$ cat config.mk
export PLATFORM = sky130hd
export DESIGN_NAME = uhtd_top
export DESIGN_NICKNAME = d
export VERILOG_FILES = /design/src/hw/uhtd_pkg.sv /design/src/hw/uhtd_code_enc.sv /design/src/hw/uhtd_rate_gate.sv /design/src/hw/uhtd_top.sv
export SDC_FILE = /design/constraint.sdc
export NUM_CORES = 1
export LEC_CHECK = 0
export ABC_CLOCK_PERIOD_IN_PS = 5100
export BUFFER_PORTS_ARGS = -buffer_cell sky130_fd_sc_hd__buf_2
export CAP_MARGIN = 0
export CORE_ASPECT_RATIO = 1.25
export CORE_MARGIN = 2
export CORE_UTILIZATION = 47
export CTS_CLUSTER_DIAMETER = 120
export DETAILED_ROUTE_END_ITERATION = 7
export PLACE_DENSITY = 0.69
export SYNTH_ARGS = -nofsm -noshare
export SYNTH_HDL_FRONTEND = slang
export SYNTH_SLANG_ARGS = --single-unit
$ cat constraint.sdc
create_clock -name clk -period 5.1 [get_ports clk]
set_input_delay 0.765 -clock clk [delete_from_list [all_inputs] [get_ports clk]]
set_output_delay 0.765 -clock clk [all_outputs]
set_load 0.01 [all_outputs]
$ cat src/hw/uhtd_pkg.sv
// Constants, types and layout for the transfer descriptor header interpreter
package uhtd_pkg;
  // Clock and frame timing
  localparam int unsigned UHTD_CLK_MHZ      = 250;
  localparam int unsigned UHTD_FRAME_US     = 1000;
  localparam int unsigned UHTD_FRAME_CYCLES = UHTD_FRAME_US * UHTD_CLK_MHZ;

  // Register byte offsets
  localparam logic [7:0] UHTD_OFS_HDR0 = 8'h00;
  localparam logic [7:0] UHTD_OFS_HDR1 = 8'h04;
  localparam logic [7:0] UHTD_OFS_CTRL = 8'h08;
  localparam logic [7:0] UHTD_OFS_STAT = 8'h0c;

  // Header word 0 fields (bytes 0..3)
  localparam int unsigned UHTD_W0_ACT  = 0;
  localparam int unsigned UHTD_W0_TOG  = 10;
  localparam int unsigned UHTD_W0_RUN  = 11;
  localparam int unsigned UHTD_W0_CODE = 12;
  localparam int unsigned UHTD_W0_MPS  = 16;
  localparam int unsigned UHTD_W0_SPD  = 26;
  localparam int unsigned UHTD_W0_LAST = 27;
  localparam int unsigned UHTD_W0_EP   = 28;
  // Header word 1 fields (bytes 4..7)
  localparam int unsigned UHTD_W1_TOT  = 0;
  localparam int unsigned UHTD_W1_DIR  = 10;
  localparam int unsigned UHTD_W1_RATE = 13;
  localparam int unsigned UHTD_W1_ADDR = 16;
  localparam int unsigned UHTD_W1_FMT  = 23;
  localparam logic [31:0] UHTD_W1_MASK = 32'h00ff_2fff;
  localparam logic [31:0] UHTD_HDR_RST = 32'h0000_0000;
  localparam int unsigned UHTD_CTRL_GO = 0;

  // Result codes
  localparam logic [3:0] UHTD_RC_OK     = 4'h0;
  localparam logic [3:0] UHTD_RC_STALL  = 4'h4;
  localparam logic [3:0] UHTD_RC_NORESP = 4'h5;
  localparam logic [3:0] UHTD_RC_PIDCHK = 4'h6;
  localparam logic [3:0] UHTD_RC_BADPID = 4'h7;
  localparam logic [3:0] UHTD_RC_OVER   = 4'h8;
  localparam logic [3:0] UHTD_RC_SHORT  = 4'h9;
  localparam logic [3:0] UHTD_RC_MEMWR  = 4'hc;
  localparam logic [3:0] UHTD_RC_MEMRD  = 4'hd;

  typedef enum logic [1:0] {
    UHTD_DIR_SETUP = 2'b00,
    UHTD_DIR_OUT   = 2'b01,
    UHTD_DIR_IN    = 2'b10,
    UHTD_DIR_RSVD  = 2'b11
  } uhtd_dir_t;

  typedef enum logic [2:0] {
    UHTD_ST_IDLE   = 3'b000,
    UHTD_ST_CHECK  = 3'b001,
    UHTD_ST_ISSUE  = 3'b010,
    UHTD_ST_WAIT   = 3'b011,
    UHTD_ST_FINISH = 3'b100
  } uhtd_state_t;

  // Token request to the bus engine
  typedef struct packed {
    uhtd_dir_t   dir;
    logic [6:0]  addr;
    logic [3:0]  ep;
    logic        low_speed;
    logic        iso;
    logic        toggle;
    logic [9:0]  len;
  } uhtd_tok_t;

  // Transaction outcome from the bus engine
  typedef struct packed {
    logic        done;
    logic [9:0]  count;
    logic        stall;
    logic        no_resp;
    logic        pid_check;
    logic        bad_pid;
    logic        mem_slow;
  } uhtd_res_t;
endpackage : uhtd_pkg

$ cat src/hw/uhtd_code_enc.sv
// Result code encoder for one finished transaction
`timescale 1ns/100ps
module uhtd_code_enc
  import uhtd_pkg::*;
(
  // Outcome
  input  wire uhtd_res_t  res,
  input  wire uhtd_dir_t  dir,
  // Limits
  input  wire logic [9:0] mps,
  input  wire logic [9:0] remain,
  // Code
  output logic [3:0]      code,
  output logic            data_ok
);
  logic is_in;
  assign is_in = (dir == UHTD_DIR_IN);

  // Handshake faults outrank data size faults
  always_comb
  begin
    if (res.stall)
      code = UHTD_RC_STALL;
    else if (res.no_resp)
      code = UHTD_RC_NORESP;
    else if (res.pid_check)
      code = UHTD_RC_PIDCHK;
    else if (res.bad_pid)
      code = UHTD_RC_BADPID;
    else if (res.mem_slow)
      code = is_in ? UHTD_RC_MEMWR : UHTD_RC_MEMRD;
    else if (is_in && (res.count > mps || res.count > remain))
      code = UHTD_RC_OVER;
    else if (is_in && res.count < mps && res.count < remain)
      code = UHTD_RC_SHORT;
    else
      code = UHTD_RC_OK;
  end

  assign data_ok = (code == UHTD_RC_OK) || (code == UHTD_RC_SHORT);
endmodule : uhtd_code_enc

$ cat src/hw/uhtd_rate_gate.sv
// Per-frame transaction allowance for rate-limited endpoints
`timescale 1ns/100ps
module uhtd_rate_gate
  import uhtd_pkg::*;
#(
  parameter int unsigned FRAME_CYCLES = UHTD_FRAME_CYCLES
)
(
  // Clock, reset and enable
  input  wire logic clk,
  input  wire logic reset,
  input  wire logic ce,
  // Control
  input  wire logic fire,
  input  wire logic limit_on,
  output logic      allow
);
  localparam int unsigned CW = $clog2(FRAME_CYCLES);

  // Counter needs at least two states to wrap
  if (FRAME_CYCLES < 2)
  begin : g_bad_frame
    $error("FRAME_CYCLES must be at least 2");
  end

  typedef struct packed {
    logic [CW-1:0] cnt;
    logic          used;
    logic [1:0]    fires;
  } uhtd_gate_state_t;

  uhtd_gate_state_t q;
  uhtd_gate_state_t n;
  logic             wrap;

  assign wrap  = (q.cnt == CW'(FRAME_CYCLES - 1));
  assign allow = !q.used;

  always_comb
  begin
    n = q;
    n.cnt = wrap ? '0 : q.cnt + 1'b1;
    // a fire at the frame edge still counts
    n.used = fire | (q.used & !wrap);
    if (wrap)
      n.fires = {1'b0, fire};
    else if (fire && q.fires != 2'b11)
      n.fires = q.fires + 2'b01;
  end

  always_ff @(posedge clk)
  begin
    if (reset)
      q <= '0;
    else if (ce)
      q <= n;
  end
endmodule : uhtd_rate_gate

$ cat src/hw/uhtd_top.sv
// Transfer descriptor header interpreter with AHB-Lite register access
`timescale 1ns/100ps
module uhtd_top
  import uhtd_pkg::*;
#(
  parameter int unsigned FRAME_CYCLES = UHTD_FRAME_CYCLES
)
(
  // Clock, reset, enable
  input  wire logic        clk,
  input  wire logic        reset,
  input  wire logic        ce,
  // AHB-Lite slave
  input  wire logic        hsel,
  input  wire logic [31:0] haddr,
  input  wire logic [1:0]  htrans,
  input  wire logic        hwrite,
  input  wire logic [2:0]  hsize,
  input  wire logic [31:0] hwdata,
  input  wire logic        hready,
  output logic             hreadyout,
  output logic             hresp,
  output logic [31:0]      hrdata,
  // Token request to bus engine
  output logic             tok_valid,
  input  wire logic        tok_ready,
  output uhtd_tok_t        tok,
  // Outcome from bus engine
  input  wire uhtd_res_t   res,
  // Descriptor status
  output logic             busy,
  output logic             list_end
);
  typedef struct packed {
    logic [31:0]  hdr0;
    logic [31:0]  hdr1;
    uhtd_state_t  st;
    logic         done;
    logic         skipped;
    logic         list_end;
    logic [3:0]   code;
    logic         a_wr;
    logic [7:0]   a_addr;
    logic [31:0]  rdata;
    logic         tok_valid;
    uhtd_tok_t    tok;
  } uhtd_top_state_t;

  uhtd_top_state_t q;
  uhtd_top_state_t n;

  // Header fields
  logic [9:0]  actual;
  logic        toggle;
  logic        active;
  logic [9:0]  mps;
  logic        low_speed;
  logic        last;
  logic [3:0]  ep;
  logic [9:0]  total;
  uhtd_dir_t   dir;
  logic        rate_bit;
  logic [6:0]  fn_addr;
  logic        iso;

  assign actual    = q.hdr0[UHTD_W0_ACT +: 10];
  assign toggle    = q.hdr0[UHTD_W0_TOG];
  assign active    = q.hdr0[UHTD_W0_RUN];
  assign mps       = q.hdr0[UHTD_W0_MPS +: 10];
  assign low_speed = q.hdr0[UHTD_W0_SPD];
  assign last      = q.hdr0[UHTD_W0_LAST];
  assign ep        = q.hdr0[UHTD_W0_EP +: 4];
  assign total     = q.hdr1[UHTD_W1_TOT +: 10];
  assign dir       = uhtd_dir_t'(q.hdr1[UHTD_W1_DIR +: 2]);
  assign rate_bit  = q.hdr1[UHTD_W1_RATE];
  assign fn_addr   = q.hdr1[UHTD_W1_ADDR +: 7];
  assign iso       = q.hdr1[UHTD_W1_FMT];

  // Derived transfer quantities
  logic [9:0]  remain;
  logic [9:0]  pkt_len;
  logic [9:0]  actual_new;
  logic        rate_on;
  logic        allow;
  logic        fire;
  logic        res_take;
  logic [3:0]  enc_code;
  logic        data_ok;
  logic        acc;
  logic        map_ok;
  logic [31:0] stat_word;

  // byte count may exceed one packet
  assign remain     = total - actual;
  // never more than the packet limit
  assign pkt_len    = (mps < remain) ? mps : remain;
  assign actual_new = actual + res.count;
  assign rate_on    = rate_bit & !iso;
  assign fire       = (q.st == UHTD_ST_ISSUE) && (!rate_on || allow);
  // Outcome is looked at only once the token was taken
  assign res_take   = (q.st == UHTD_ST_WAIT) && !q.tok_valid && res.done;

  uhtd_code_enc u_code_enc (
    .res     (res),
    .dir     (dir),
    .mps     (mps),
    .remain  (remain),
    .code    (enc_code),
    .data_ok (data_ok)
  );

  uhtd_rate_gate #(
    .FRAME_CYCLES (FRAME_CYCLES)
  ) u_rate_gate (
    .clk      (clk),
    .reset    (reset),
    .ce       (ce),
    .fire     (fire && rate_on),
    .limit_on (rate_on),
    .allow    (allow)
  );

  // Zero-wait slave; a frozen block stalls the bus
  assign acc       = hsel && htrans[1] && hready && (hsize == 3'b010);
  assign map_ok    = (haddr[31:8] == 24'h00_0000) && (haddr[1:0] == 2'b00);
  assign hreadyout = ce;
  assign hresp     = 1'b0;
  assign stat_word = {28'h000_0000, q.list_end, q.skipped, q.done,
                      (q.st != UHTD_ST_IDLE)};

  always_comb
  begin
    n = q;
    // Data phase of a write
    if (q.a_wr)
    begin
      unique case (q.a_addr)
        // Header locked while the descriptor is in flight
        UHTD_OFS_HDR0:
          if (q.st == UHTD_ST_IDLE)
            n.hdr0 = hwdata;
        UHTD_OFS_HDR1:
          if (q.st == UHTD_ST_IDLE)
            n.hdr1 = hwdata & UHTD_W1_MASK;
        UHTD_OFS_CTRL:
          if (hwdata[UHTD_CTRL_GO] && q.st == UHTD_ST_IDLE)
          begin
            n.st       = UHTD_ST_CHECK;
            n.done     = 1'b0;
            n.skipped  = 1'b0;
            n.list_end = 1'b0;
          end
        default:
          n.a_wr = 1'b0;
      endcase
    end
    n.a_wr   = acc && hwrite && map_ok;
    n.a_addr = haddr[7:0];
    // Address phase of a read
    if (acc && !hwrite)
    begin
      if (!map_ok)
        n.rdata = 32'h0000_0000;
      else if (haddr[7:0] == UHTD_OFS_HDR0)
        n.rdata = q.hdr0;
      else if (haddr[7:0] == UHTD_OFS_HDR1)
        n.rdata = q.hdr1;
      else if (haddr[7:0] == UHTD_OFS_STAT)
        n.rdata = stat_word;
      else
        n.rdata = 32'h0000_0000;
    end

    if (q.tok_valid && tok_ready)
      n.tok_valid = 1'b0;

    unique case (q.st)
      UHTD_ST_IDLE:
        n.st = n.st;
      UHTD_ST_CHECK:
        if (!active)
        begin
          n.st      = UHTD_ST_IDLE;
          n.done    = 1'b1;
          n.skipped = 1'b1;
        end
        else if (dir == UHTD_DIR_RSVD)
        begin
          n.code = UHTD_RC_BADPID;
          n.st   = UHTD_ST_FINISH;
        end
        else
          n.st = UHTD_ST_ISSUE;
      UHTD_ST_ISSUE:
        if (fire)
        begin
          n.tok_valid     = 1'b1;
          n.tok.dir       = dir;
          n.tok.addr      = fn_addr;
          n.tok.ep        = ep;
          n.tok.low_speed = low_speed;
          n.tok.iso       = iso;
          n.tok.toggle    = toggle;
          n.tok.len       = pkt_len;
          n.st            = UHTD_ST_WAIT;
        end
      UHTD_ST_WAIT:
        if (res_take)
        begin
          n.code = enc_code;
          if (data_ok)
          begin
            n.hdr0[UHTD_W0_TOG]       = !toggle;
            n.hdr0[UHTD_W0_ACT +: 10] = actual_new;
          end
          // keep going while packets come back full
          if (enc_code == UHTD_RC_OK && !iso && actual_new != total)
            n.st = UHTD_ST_ISSUE;
          else
            n.st = UHTD_ST_FINISH;
        end
      UHTD_ST_FINISH:
      begin
        // retire: cleared so it is skipped next time
        n.hdr0[UHTD_W0_RUN]       = 1'b0;
        n.hdr0[UHTD_W0_CODE +: 4] = q.code;
        n.list_end                = last;
        n.done                    = 1'b1;
        n.st                      = UHTD_ST_IDLE;
      end
      default:
        n.st = UHTD_ST_IDLE;
    endcase
  end

  always_ff @(posedge clk)
  begin
    if (reset)
    begin
      q      <= '0;
      q.hdr0 <= UHTD_HDR_RST;
      q.hdr1 <= UHTD_HDR_RST;
    end
    else if (ce)
      q <= n;
  end

  assign hrdata    = q.rdata;
  assign tok_valid = q.tok_valid;
  assign tok       = q.tok;
  assign busy      = (q.st != UHTD_ST_IDLE);
  assign list_end  = q.list_end;
endmodule : uhtd_top

Word-level counts from Yosys, hierarchy flattened
Index checks and enable logic that the tools add are counted.

cells by class
  $add $sub $neg = 3
  multiply operators = 0
  div/mod/pow operators = 0
  $lt $le $gt $ge = 5
  equality and inequality tests = 17
  shifts and indexed selects = 0
  multiplexer cells = 42
  bitwise gates (word level) = 3
  reductions and logical operators = 48

operators by type and width
  operator               number
  $mux 32                3
  $mux 27                2
  $mux 54                1
  $mux 24                2
  $mux 4                 11
  $mux 11                3
  $mux 16                2
  $lt 10x10->1           3
  $logic_not 24->1       1
  $gt 10x10->1           2
  $add 18x1->18 const B  1
  $eq 18x18->1 const B   1
  $logic_and 1x1->1      18
  $mux 18                1
  $eq 8x3->1 const B     2
  $eq 8x4->1 const B     2
  $logic_not 8->1        2
  $reduce_and 4->1       4
  $mux 3                 5
  $mux 6                 2
  $pmux 3 s4             1
  $reduce_bool 2->1      6
  $add 10x10->10         1
  $mux 10                1
  24 further kinds       41

storage, ports and cells
  flip-flop bits (word level) = 150
  latch bits = 0
  bits in writable memories = 0
  ROM bits = 0
  memories kept = 0

Logic depth before layout (Yosys ltp)
Gate-level depths: netlist of the first run.

  depth in word-level cells = 16
  mapped depth = 20

Hierarchy
A second synthesis of the first run with hierarchy kept.

second synthesis, totals
  cells, all modules = 1005
  area, all modules = 8476.9 um^2

modules (own cells, without submodules)
  module          instances  cells an instance  area an instance (um^2)
  uhtd_top        1          823                6932.9
  uhtd_rate_gate  1          98                 893.4
  uhtd_code_enc   1          84                 650.6

Worst setup path before layout of the first run
OpenSTA, ideal clock, no wires.

  path type = reg2reg
  start point = reg q[78] (netlist name)
  end point = reg q[76] (netlist name)
  library setup time = 0.070 ns
  arrival = 3.879 ns
  required time = 5.030 ns
  slack = 1.152 ns
  cell stages (with the launch flop) = 19
  buffers on the path = 0
  cells stage by stage = dfxtp_1 > inv_1 > ha_1 > inv_1 > fa_1 > a21o_1 > nand3_1 > nand2_1 > a21oi_1 > xor2_1 > ha_1 > o21a_1 > a221oi_2 > a31oi_1 > maj3_2 > maj3_2 > o31a_1 > or4_1 > a21oi_1

on the way
  cells in the longest elaborated chain, start to end = 16
  elaborated cells on any way between the ends = 20
  classes of those cells = add/sub: 1; order compare: 2; eq/ne: 1; mux: 10; reduce/logical: 6

RTL lines
  element                                                line                                      RTL
  start, declared                                        uhtd_top.sv:49                            uhtd_top_state_t q;
  start signal, assigned                                 uhtd_top.sv:245                           q <= n;
  $sub 10x10->10                                         uhtd_top.sv:94                            assign remain = total - actual;
  $lt 10x10->1 or $gt 10x10->1 (tied branches)           uhtd_code_enc.sv:34, uhtd_code_enc.sv:32
  $logic_and 1x1->1 or $logic_or 1x1->1 (tied branches)  uhtd_code_enc.sv:34, uhtd_code_enc.sv:32
  $mux 4 or $logic_and 1x1->1 (tied branches)            uhtd_code_enc.sv:34, uhtd_code_enc.sv:32
  $mux 4                                                 uhtd_code_enc.sv:32                       else if (is_in && (res.count > mps || res.count > remain))
  $mux 4                                                 uhtd_code_enc.sv:30                       else if (res.mem_slow)
  $mux 4                                                 uhtd_code_enc.sv:28                       else if (res.bad_pid)
  $mux 4                                                 uhtd_code_enc.sv:26                       else if (res.pid_check)
  $mux 4                                                 uhtd_code_enc.sv:24                       else if (res.no_resp)
  $mux 4                                                 uhtd_code_enc.sv:22                       if (res.stall)
  $logic_not 4->1                                        uhtd_top.sv:217                           if (enc_code == UHTD_RC_OK && !iso && actual_new != total)
  $logic_and 1x1->1                                      uhtd_top.sv:217
  $logic_and 1x1->1 (*)                                  uhtd_top.sv:217
  $mux 3 (*)                                             uhtd_top.sv:217
  $mux 3 (*)                                             uhtd_top.sv:208                           if (res_take)
  $pmux 3 s4 (*)                                         uhtd_top.sv:177                           unique case (q.st)

Mark *: on every way between the ends. The rest lies on a longest branch, timed or not.
A chain may end at the register's enable or synchronous reset.

Worst setup path after layout of the first run
Same ends and word-level chain as after synthesis.

==> out/results.ini, run 1 <==
[run_status]
outcome = completed

[cts]
cts_resized = 0
worstSkewPairLatency_ns = 0.43
cts.clk_slew.worst_paths_ns = 0.06
numCtsBuffers = 17
post_cts_buffers = 0
clockBufferDepth = 2
cts_sinks = 150
clockRootBuffer = clkbuf_16
htree_levels = 4
cts_hold_buf = 0
cts_tree = done

[logic_synthesis]
synth_flop_cell = dfxtp_1
avgSynthCellArea_um2 = 8.20
synthTopCellsByArea = dfxtp_1 36%, nand2_1 7.0%, ha_1 6.7%
synth.top_cell.area_share = 0.359
async_reset_ff_frac = 0
synthCells = 1020
yosys_warnings = 0
synth_edf_count = 0
ys_ff_latch = 150
yosysUniqueCellTypes = 71
yosysSeqAreaShare = 0.359
synth_nets = 1159
synth.cell_area_um2 = 8360
yosys.area.top_type = dfxtp_1

[final_layout]
nets = 1227
drive_gt1_frac = 0.197
post-route-util = 0.545
area_delta_synth_final_pct = 13.7

[detailed_routing]
vias = 7357
via_per_inst = 5.55
drc = 0
antenna_left = 0
avgRoutedWirePerCell_um = 17.1
routed_wl_um = 22700
drt_iter0_markers = 417
dr.pass1.iters = 5

[worst_setup_path]
required_ns = 5.46
r2r-start = q[78]
r2r_cells = 18
end_kind = flop
r2r_end = q[76]
r2r_slack_ns = 0.45
crit_arrival_ns = 5.00
critPathKind = flop to flop
startpoint_type = flop
worstPathMaxFanout = 12

[floorplan]
dieWidth_um = 123
start_util = 0.480
die_y_um = 153
dieArea_um2 = 18900
core_um2 = 17400
rows = 54
ios = 155

[global_route]
grt_pass1_wl_um = 36000
grt_pass1_vias = 7034
grt_antenna_before_repair = 1
grt_start_max_net_pins = 74
grt_usage = 0.245
grt_overflow = 0

[timing]
rsz0062_at_grt = no
layout_setup_ws_ns = 0.455
post-route-min-period_ns = 4.65
fin_tns_setup_ns = 0
setup_viol = 0
min_period_over_period = 0.911
report.final.slew_viol_count = 0
fmax_mhz = 215
clock-skew-final_ns = 0.0132
worst-slew-pin-transition_ns = 1.14
hold_violations = 0
relSlewSlack = 0.238

[hold_path]
hold_class = flop to flop
min_to = tok[16]
hold_start = tok[16]
hold_path_depth = 2

[pwr]
leakagePower_nw = 3.85
power.density_nw_per_um2 = 288
ir_drop_v = 0.000221

[placed_design]
place_ws_ns = 0.525
place.gp.congestion = 0.855
dp_hpwl_um = 16300
portBuffers = 152

[flow_run]
cap_violations = 0

## sequential cells by signal (all words and copies together) (netlist names)
| register | flops |
|---|---|
| q | 34 |
| hrdata | 32 |
| tok | 26 |
| u_rate_gate.q | 19 |
| actual | 10 |
| mps | 10 |
| fn_addr | 7 |
| ep | 4 |
| dir | 2 |
| active | 1 |
| iso | 1 |
| last | 1 |
| list_end | 1 |
| low_speed | 1 |
| tok_valid | 1 |
## worst max-delay path: stages, from the launching register on
cell and delay, ns:
dfxtp_1 0.34, inv_1 0.10, ha_1 0.18, inv_1 0.06, fa_1 0.41, a21o_1 0.19, nand3_1 0.08, nand2_1 0.05
a21oi_1 0.16, xor2_1 0.38, ha_1 0.33, o21a_1 0.20, a221oi_2 0.25, a31oi_1 0.08, maj3_2 0.31, maj3_2 0.32
o31a_1 0.46, or4_1 0.53, a21oi_1 0.14
## cell usage after synthesis, drive strengths merged (6+ instances only)
cell type	instances
xor2	22
buf	66
a21o	7
mux2	8
nor2b	9
inv	38
a21oi	75
dfxtp	150
nand2b	7
a22oi	33
ha	45
nor4	15
clkbuf	46
o21bai	11
nor3	16
nand2	155
o211ai	6
mux2i	17
o31ai	6
nor2	101
or3	6
xnor2	21
o21a	12
nand3	10
o21ai	31
a311oi	11
a211oi	20
## kinds of logic (layout without fill, tap and decap cells)
family / count (synthesis) / after routing / share of synthesized area
AND/OR/NAND/NOR: 360 / 360 / 0.197
AO/OA/AOI/OAI: 238 / 238 / 0.189
flip-flops: 150 / 150 / 0.359
buffers and inverters: 150 / 231 / 0.0946
adder cells (fa/ha/maj): 51 / 51 / 0.0772
XOR/XNOR: 45 / 45 / 0.0515
multiplexers: 25 / 25 / 0.0311
other: 1 / 2 / 0.000449
## layout make-up
cell class                 instances  area [um^2]
antenna                            1         2.50
inverter                          38          143
tap                              224          280
fill                            1696         7930
multi-input combinational        720         4590
clock inverter                    11          194
clock buffer                      21          460
sequential                       150         3000
timing repair buffer             161          831
## report_power, final
part	total [mW]	switching, mW	leakage, nW	internal, mW
Clock	1.40	0.502	0.318	0.897
Combinational	0.157	0.0926	2.32	0.0641
Sequential	1.18	0.00586	1.21	1.18
## worst max path at each step
stage	from	to	slack [ns]	depth (start not counted)
final	q[78]	q[76]	0.45	18
after floorplan	q[78]	q[76]	1.15	18
after CTS	q[78]	q[76]	0.51	18
after detailed placement	q[78]	q[76]	0.53	18
after global routing	q[78]	q[76]	0.25	18
after global placement	q[78]	q[76]	0.58	18
## through the flow
stage                     hold slack [ns]  cells  area (um^2)  power, mW
after detailed placement            0.445   1293         8840       1.37
final                               0.452   1326         9500       2.74
after global placement              0.440   1293         8840       1.36
after floorplan                     0.428   1020         8360       1.30
after global routing                0.472   1325         9500       2.83
after CTS                           0.454   1325         9500       2.76
## layer usage
| metal | up-vias | part of all wire | track usage | routed length, um |
|---|---|---|---|---|
| li1 | 3644 | - | - | - |
| met1 | 3468 | 0.43 | 0.304 | 9750 |
| met3 | 38 | 0.048 | 0.0437 | 1080 |
| met4 | 0 | 0.027 | 0.0915 | 603 |
| met5 | - | 0 | 0 | 0 |
| met2 | 207 | 0.50 | 0.417 | 11200 |
## cell usage in the layout (no fill, tap or decap), drive strengths merged, types with 20 or more instances in the layout
cell type,count
xnor2,21
ha,45
clkbuf,21
xor2,22
a211oi,20
inv,40
nor2,101
nand2,155
dfxtp,150
o21ai,31
buf,161
a21oi,75
a22oi,33
Note: power is estimated with default switching activity, not from simulation.
==> inputs of run 2 (changes only) <==
Settings changed: BUFFER_PORTS_ARGS -buffer_cell sky130_fd_sc_hd__buf_2 to unset, DONT_BUFFER_PORTS set to 1, PLACE_DENSITY 0.69 to unset, PLACE_DENSITY_LB_ADDON set to 0.12.
==> run 2 against run 1 <==
Net effect: power is 13% lower; non-clock buffer count is 154 lower; sequential share of layout area is 3.4 points higher; combinational power is 50% lower; first-iteration DRC count is 2.6% lower; clock skew is 0.0022 ns lower; largest cell class unchanged; final cell count is 12% lower; global-route usage is 0.36 points lower; setup slack better by 0.013 ns.
==> out/results.ini, run 2 (synthesized netlist as in run 1, its figures left out) <==
[floorplan]
dieArea_um2 = 18900
rows = 54
die_y_um = 153
ios = 155
dieWidth_um = 123
start_util = 0.480
core_um2 = 17400

[final_layout]
drive_gt1_frac = 0.0657
diodes = 0
multi_input_area_um2 = 4590
layout_commonest_cell = nand2_1
layout_common_cells = 155 x nand2_1, 150 x dfxtp_1, 101 x nor2_1
nets = 1073
area_delta_synth_final_pct = 2.65
fin_cells = 1168
largest_reg_flops = 34
top_register = q
final_area_um2 = 8580
post-route-util = 0.492
ff_latch_area_um2 = 3000
n_fill_cell = 1742

[worst_setup_path]
r2r_end = q[76]
required_ns = 5.45
r2r_slack_ns = 0.47
crit_arrival_ns = 4.98
worstPathMaxFanout = 12
r2r_cells = 18
r2r-start = q[78]
end_kind = flop
critPathKind = flop to flop
startpoint_type = flop

[pwr]
power.density_nw_per_um2 = 278
seqPwrFrac = 0.497
ir_drop_v = 0.000229
p_int_mw = 1.85
p_clk_frac = 0.470
power_frac_comb = 0.033
power.total_mw = 2.39
switchingPower_uw = 532
p_sw_frac = 0.223
leakagePower_nw = 3.07

[detailed_routing]
dr.pass1.iters = 5
vias = 6617
top_layer_used = met4
met1_length_um = 9810
drc = 0
route.met3.wl_um = 1120
via_per_inst = 5.67
avgRoutedWirePerCell_um = 19.2
drt_iter0_markers = 406
antenna_left = 0
wl_met2_um = 11200
routed_wl_um = 22500

[cts]
cts_hold_buf = 0
post_cts_buffers = 0
cts_tree = done
cts.clk_slew.worst_paths_ns = 0.06
clockBufferDepth = 2
cts_sinks = 150
worstSkewPairLatency_ns = 0.42
numCtsBuffers = 17
cts_resized = 0
htree_levels = 4
clockRootBuffer = clkbuf_16

[global_route]
grt_pass1_vias = 6337
grt_start_max_net_pins = 138
grt_pass1_wl_um = 35300
grt_usage = 0.241
grt_antenna_before_repair = 0
grt_overflow = 0

[hold_path]
hold_class = input pin to flop
min_to = hrdata[14]
hold_start = reset
hold_path_depth = 1

[placed_design]
portBuffers = 0
dp_hpwl_um = 15900
dpl_cell_area_um2 = 8070
place.gp.congestion = 0.816
place_ws_ns = 0.475
place_inst = 1139

[run_status]
outcome = completed

[timing]
clock-skew-final_ns = 0.0110
fmax_mhz = 216
whs_ns = 0.413
hold_violations = 0
layout_setup_ws_ns = 0.468
post-route-min-period_ns = 4.63
report.final.slew_viol_count = 0
setup_viol = 0
fin_tns_setup_ns = 0
min_period_over_period = 0.908
worst-slew-pin-transition_ns = 1.14
relSlewSlack = 0.238
rsz0062_at_grt = no

[flow_run]
cap_violations = 0

-- run 2: cell types whose count changed in the layout (fill, tap and decap cells not counted), sizes merged --
cell | previous run | this run
clkbuf | 21 | 20
bufinv | 5 | 0
clkinv | 3 | 5
inv | 40 | 39
clkinvlp | 1 | 3
buf | 161 | 7
diode | 1 | 0
-- run 2: worst max path at each step --
stage	from	to	slack (ns)
global route	actual[0]	q[76]	0.15
detailed placement	q[78]	q[76]	0.48
global placement	q[78]	q[76]	0.53
CTS	q[78]	q[76]	0.45
floorplan	q[78]	q[76]	1.15
finish	q[78]	q[76]	0.47
-- run 2: power groups by stage --
stage / Combinational (mW) / Clock (mW) / Sequential (mW)
2_1_floorplan: 0.0898 / 0 / 1.21
3_3_place_gp: 0.0774 / 0 / 1.21
3_5_place_dp: 0.0786 / 0 / 1.21
4_1_cts: 0.0794 / 1.14 / 1.19
5_1_grt: 0.0900 / 1.19 / 1.19
6_report: 0.0788 / 1.12 / 1.19
-- run 2: cell type report --
class | count | area share
Tap cell | 224 | 0.0327
Clock buffer | 20 | 0.0532
Sequential cell | 150 | 0.350
Inverter | 38 | 0.0166
Clock inverter | 9 | 0.00656
Multi-Input combinational cell | 720 | 0.535
Timing Repair Buffer | 7 | 0.00612
-- run 2: layer usage --
layer	vias to the layer above	GRT usage
li1	3352	-
met1	3099	0.304
met2	143	0.409
met3	23	0.0556
met4	0	0.0655
met5	-	0
-- run 2: worst max-delay path, stage by stage, from the launching register on --
cell      delay, ns
dfxtp_1        0.33
inv_1          0.09
ha_1           0.19
inv_1          0.06
fa_1           0.42
a21o_1         0.20
nand3_1        0.08
nand2_1        0.05
a21oi_1        0.17
xor2_1         0.34
ha_1           0.32
o21a_1         0.20
a221oi_2       0.25
a31oi_1        0.08
maj3_2         0.31
maj3_2         0.32
o31a_1         0.46
or4_1          0.53
a21oi_1        0.14
==> inputs of run 3 (changes only) <==
Settings changed: RECOVER_POWER set to 50.
==> run 3 against run 2 <==
Net effect: setup slack lost 0.011 ns; first-iteration DRC count is 1.7% lower; sequential share of layout area about the same; critical endpoint unchanged; final cell count stayed put; highest routed layer unchanged; largest power group unchanged; register-to-register slack is essentially flat.
==> out/results.ini, run 3 (synthesized netlist as in run 1, its figures left out) <==
[run_status]
outcome = completed

[detailed_routing]
dr.pass1.iters = 5
via_per_inst = 5.68
vias = 6631
routed_wl_um = 22500
avgRoutedWirePerCell_um = 19.3
drc = 0
antenna_left = 0
drt_iter0_markers = 399

[worst_setup_path]
required_ns = 5.45
startpoint_type = flop
r2r_cells = 18
worstPathMaxFanout = 12
r2r-start = q[78]
critPathKind = flop to flop
end_kind = flop
crit_arrival_ns = 5.00
r2r_end = q[76]
r2r_slack_ns = 0.46

[hold_path]
hold_start = reset
hold_class = input pin to flop
min_to = tok_valid
hold_path_depth = 1

[floorplan]
rows = 54
start_util = 0.480
ios = 155
core_um2 = 17400
die_y_um = 153
dieWidth_um = 123
dieArea_um2 = 18900

[placed_design]
dp_hpwl_um = 15900
portBuffers = 0
place.gp.congestion = 0.816
dpl_cell_area_um2 = 8070

[timing]
worst-slew-pin-transition_ns = 1.13
min_period_over_period = 0.910
whs_ns = 0.410
relSlewSlack = 0.238
clock-skew-final_ns = 0.0109
fin_tns_setup_ns = 0
post-route-min-period_ns = 4.64
setup_viol = 0
hold_violations = 0
fmax_mhz = 215
rsz0062_at_grt = no
report.final.slew_viol_count = 0

[cts]
post_cts_buffers = 0
cts_tree = done
numCtsBuffers = 17
worstSkewPairLatency_ns = 0.42
clockRootBuffer = clkbuf_16
cts_hold_buf = 0
htree_levels = 4
cts_sinks = 150
cts_resized = 0
cts.clk_slew.worst_paths_ns = 0.06
clockBufferDepth = 2

[final_layout]
n_fill_cell = 1743
final_area_um2 = 8580
top_register = q
multi_input_area_um2 = 4580
layout_commonest_cell = nand2_1
largest_reg_flops = 34
layout_common_cells = 155 x nand2_1, 150 x dfxtp_1, 101 x nor2_1
nets = 1073
ff_latch_area_um2 = 3000
diodes = 0
area_delta_synth_final_pct = 2.59
drive_gt1_frac = 0.0646

[global_route]
grt_overflow = 0
grt_antenna_before_repair = 0
grt_usage = 0.241
grt_start_max_net_pins = 138
grt_pass1_wl_um = 35300
grt_pass1_vias = 6337

[flow_run]
cap_violations = 0

[pwr]
leakagePower_nw = 3.06
power.density_nw_per_um2 = 278
ir_drop_v = 0.000230

-- run 3: cell types whose count changed in the layout (fill, tap and decap cells not counted) --
cell    before  now
nor3_1      14   15
nor3_2       2    1
and2_0       0    1
and2_1       4    3
-- run 3: final cells by class --
class,count,area share
clock buffers,20,0.0533
clock inverters,9,0.00657
inverters,38,0.0166
multi-input cells,720,0.535
flip-flops and latches,150,0.350
well taps,224,0.0327
repair buffers,7,0.00613
-- run 3: worst max-delay path, stage by stage, from the launching register on --
cell	delay, ns
dfxtp_1	0.33
inv_1	0.09
ha_1	0.19
inv_1	0.06
fa_1	0.42
a21o_1	0.20
nand3_1	0.08
nand2_1	0.05
a21oi_1	0.17
xor2_1	0.34
ha_1	0.32
o21a_1	0.20
a221oi_2	0.25
a31oi_1	0.08
maj3_2	0.31
maj3_2	0.32
o31a_1	0.47
or4_1	0.54
a21oi_1	0.14
-- run 3: per-stage QoR --
step	cells	total power, mW	worst slack [ns]	util
detailed placement	1139	1.29	0.475	0.463
CTS	1168	2.41	0.450	0.492
global placement	1139	1.29	0.526	0.463
global route	1168	2.46	0.155	0.492
floorplan	1020	1.30	1.15	-
finish	1168	2.39	0.457	0.492
-- run 3: worst max-delay path by stage --
| stage | end | slack, ns | from |
|---|---|---|---|
| 5_1_grt | q[76] | 0.15 | actual[0] |
| 3_5_place_dp | q[76] | 0.48 | q[78] |
| 3_3_place_gp | q[76] | 0.53 | q[78] |
| 4_1_cts | q[76] | 0.45 | q[78] |
| 2_1_floorplan | q[76] | 1.15 | q[78] |
| 6_report | q[76] | 0.46 | q[78] |
-- run 3: routing by layer --
metal	track usage	share of wire	up-vias	routed length, um
li1	-	-	3355	-
met1	0.304	0.44	3108	9840
met2	0.409	0.50	147	11200
met3	0.0556	0.050	21	1130
met4	0.0655	0.015	0	339
met5	0	0	-	0
-- run 3: report_power, final --
part	internal, mW	switching [mW]
clock	0.635	0.487
combinational	0.0386	0.0401
sequential	1.18	0.00605
total	1.85	0.533
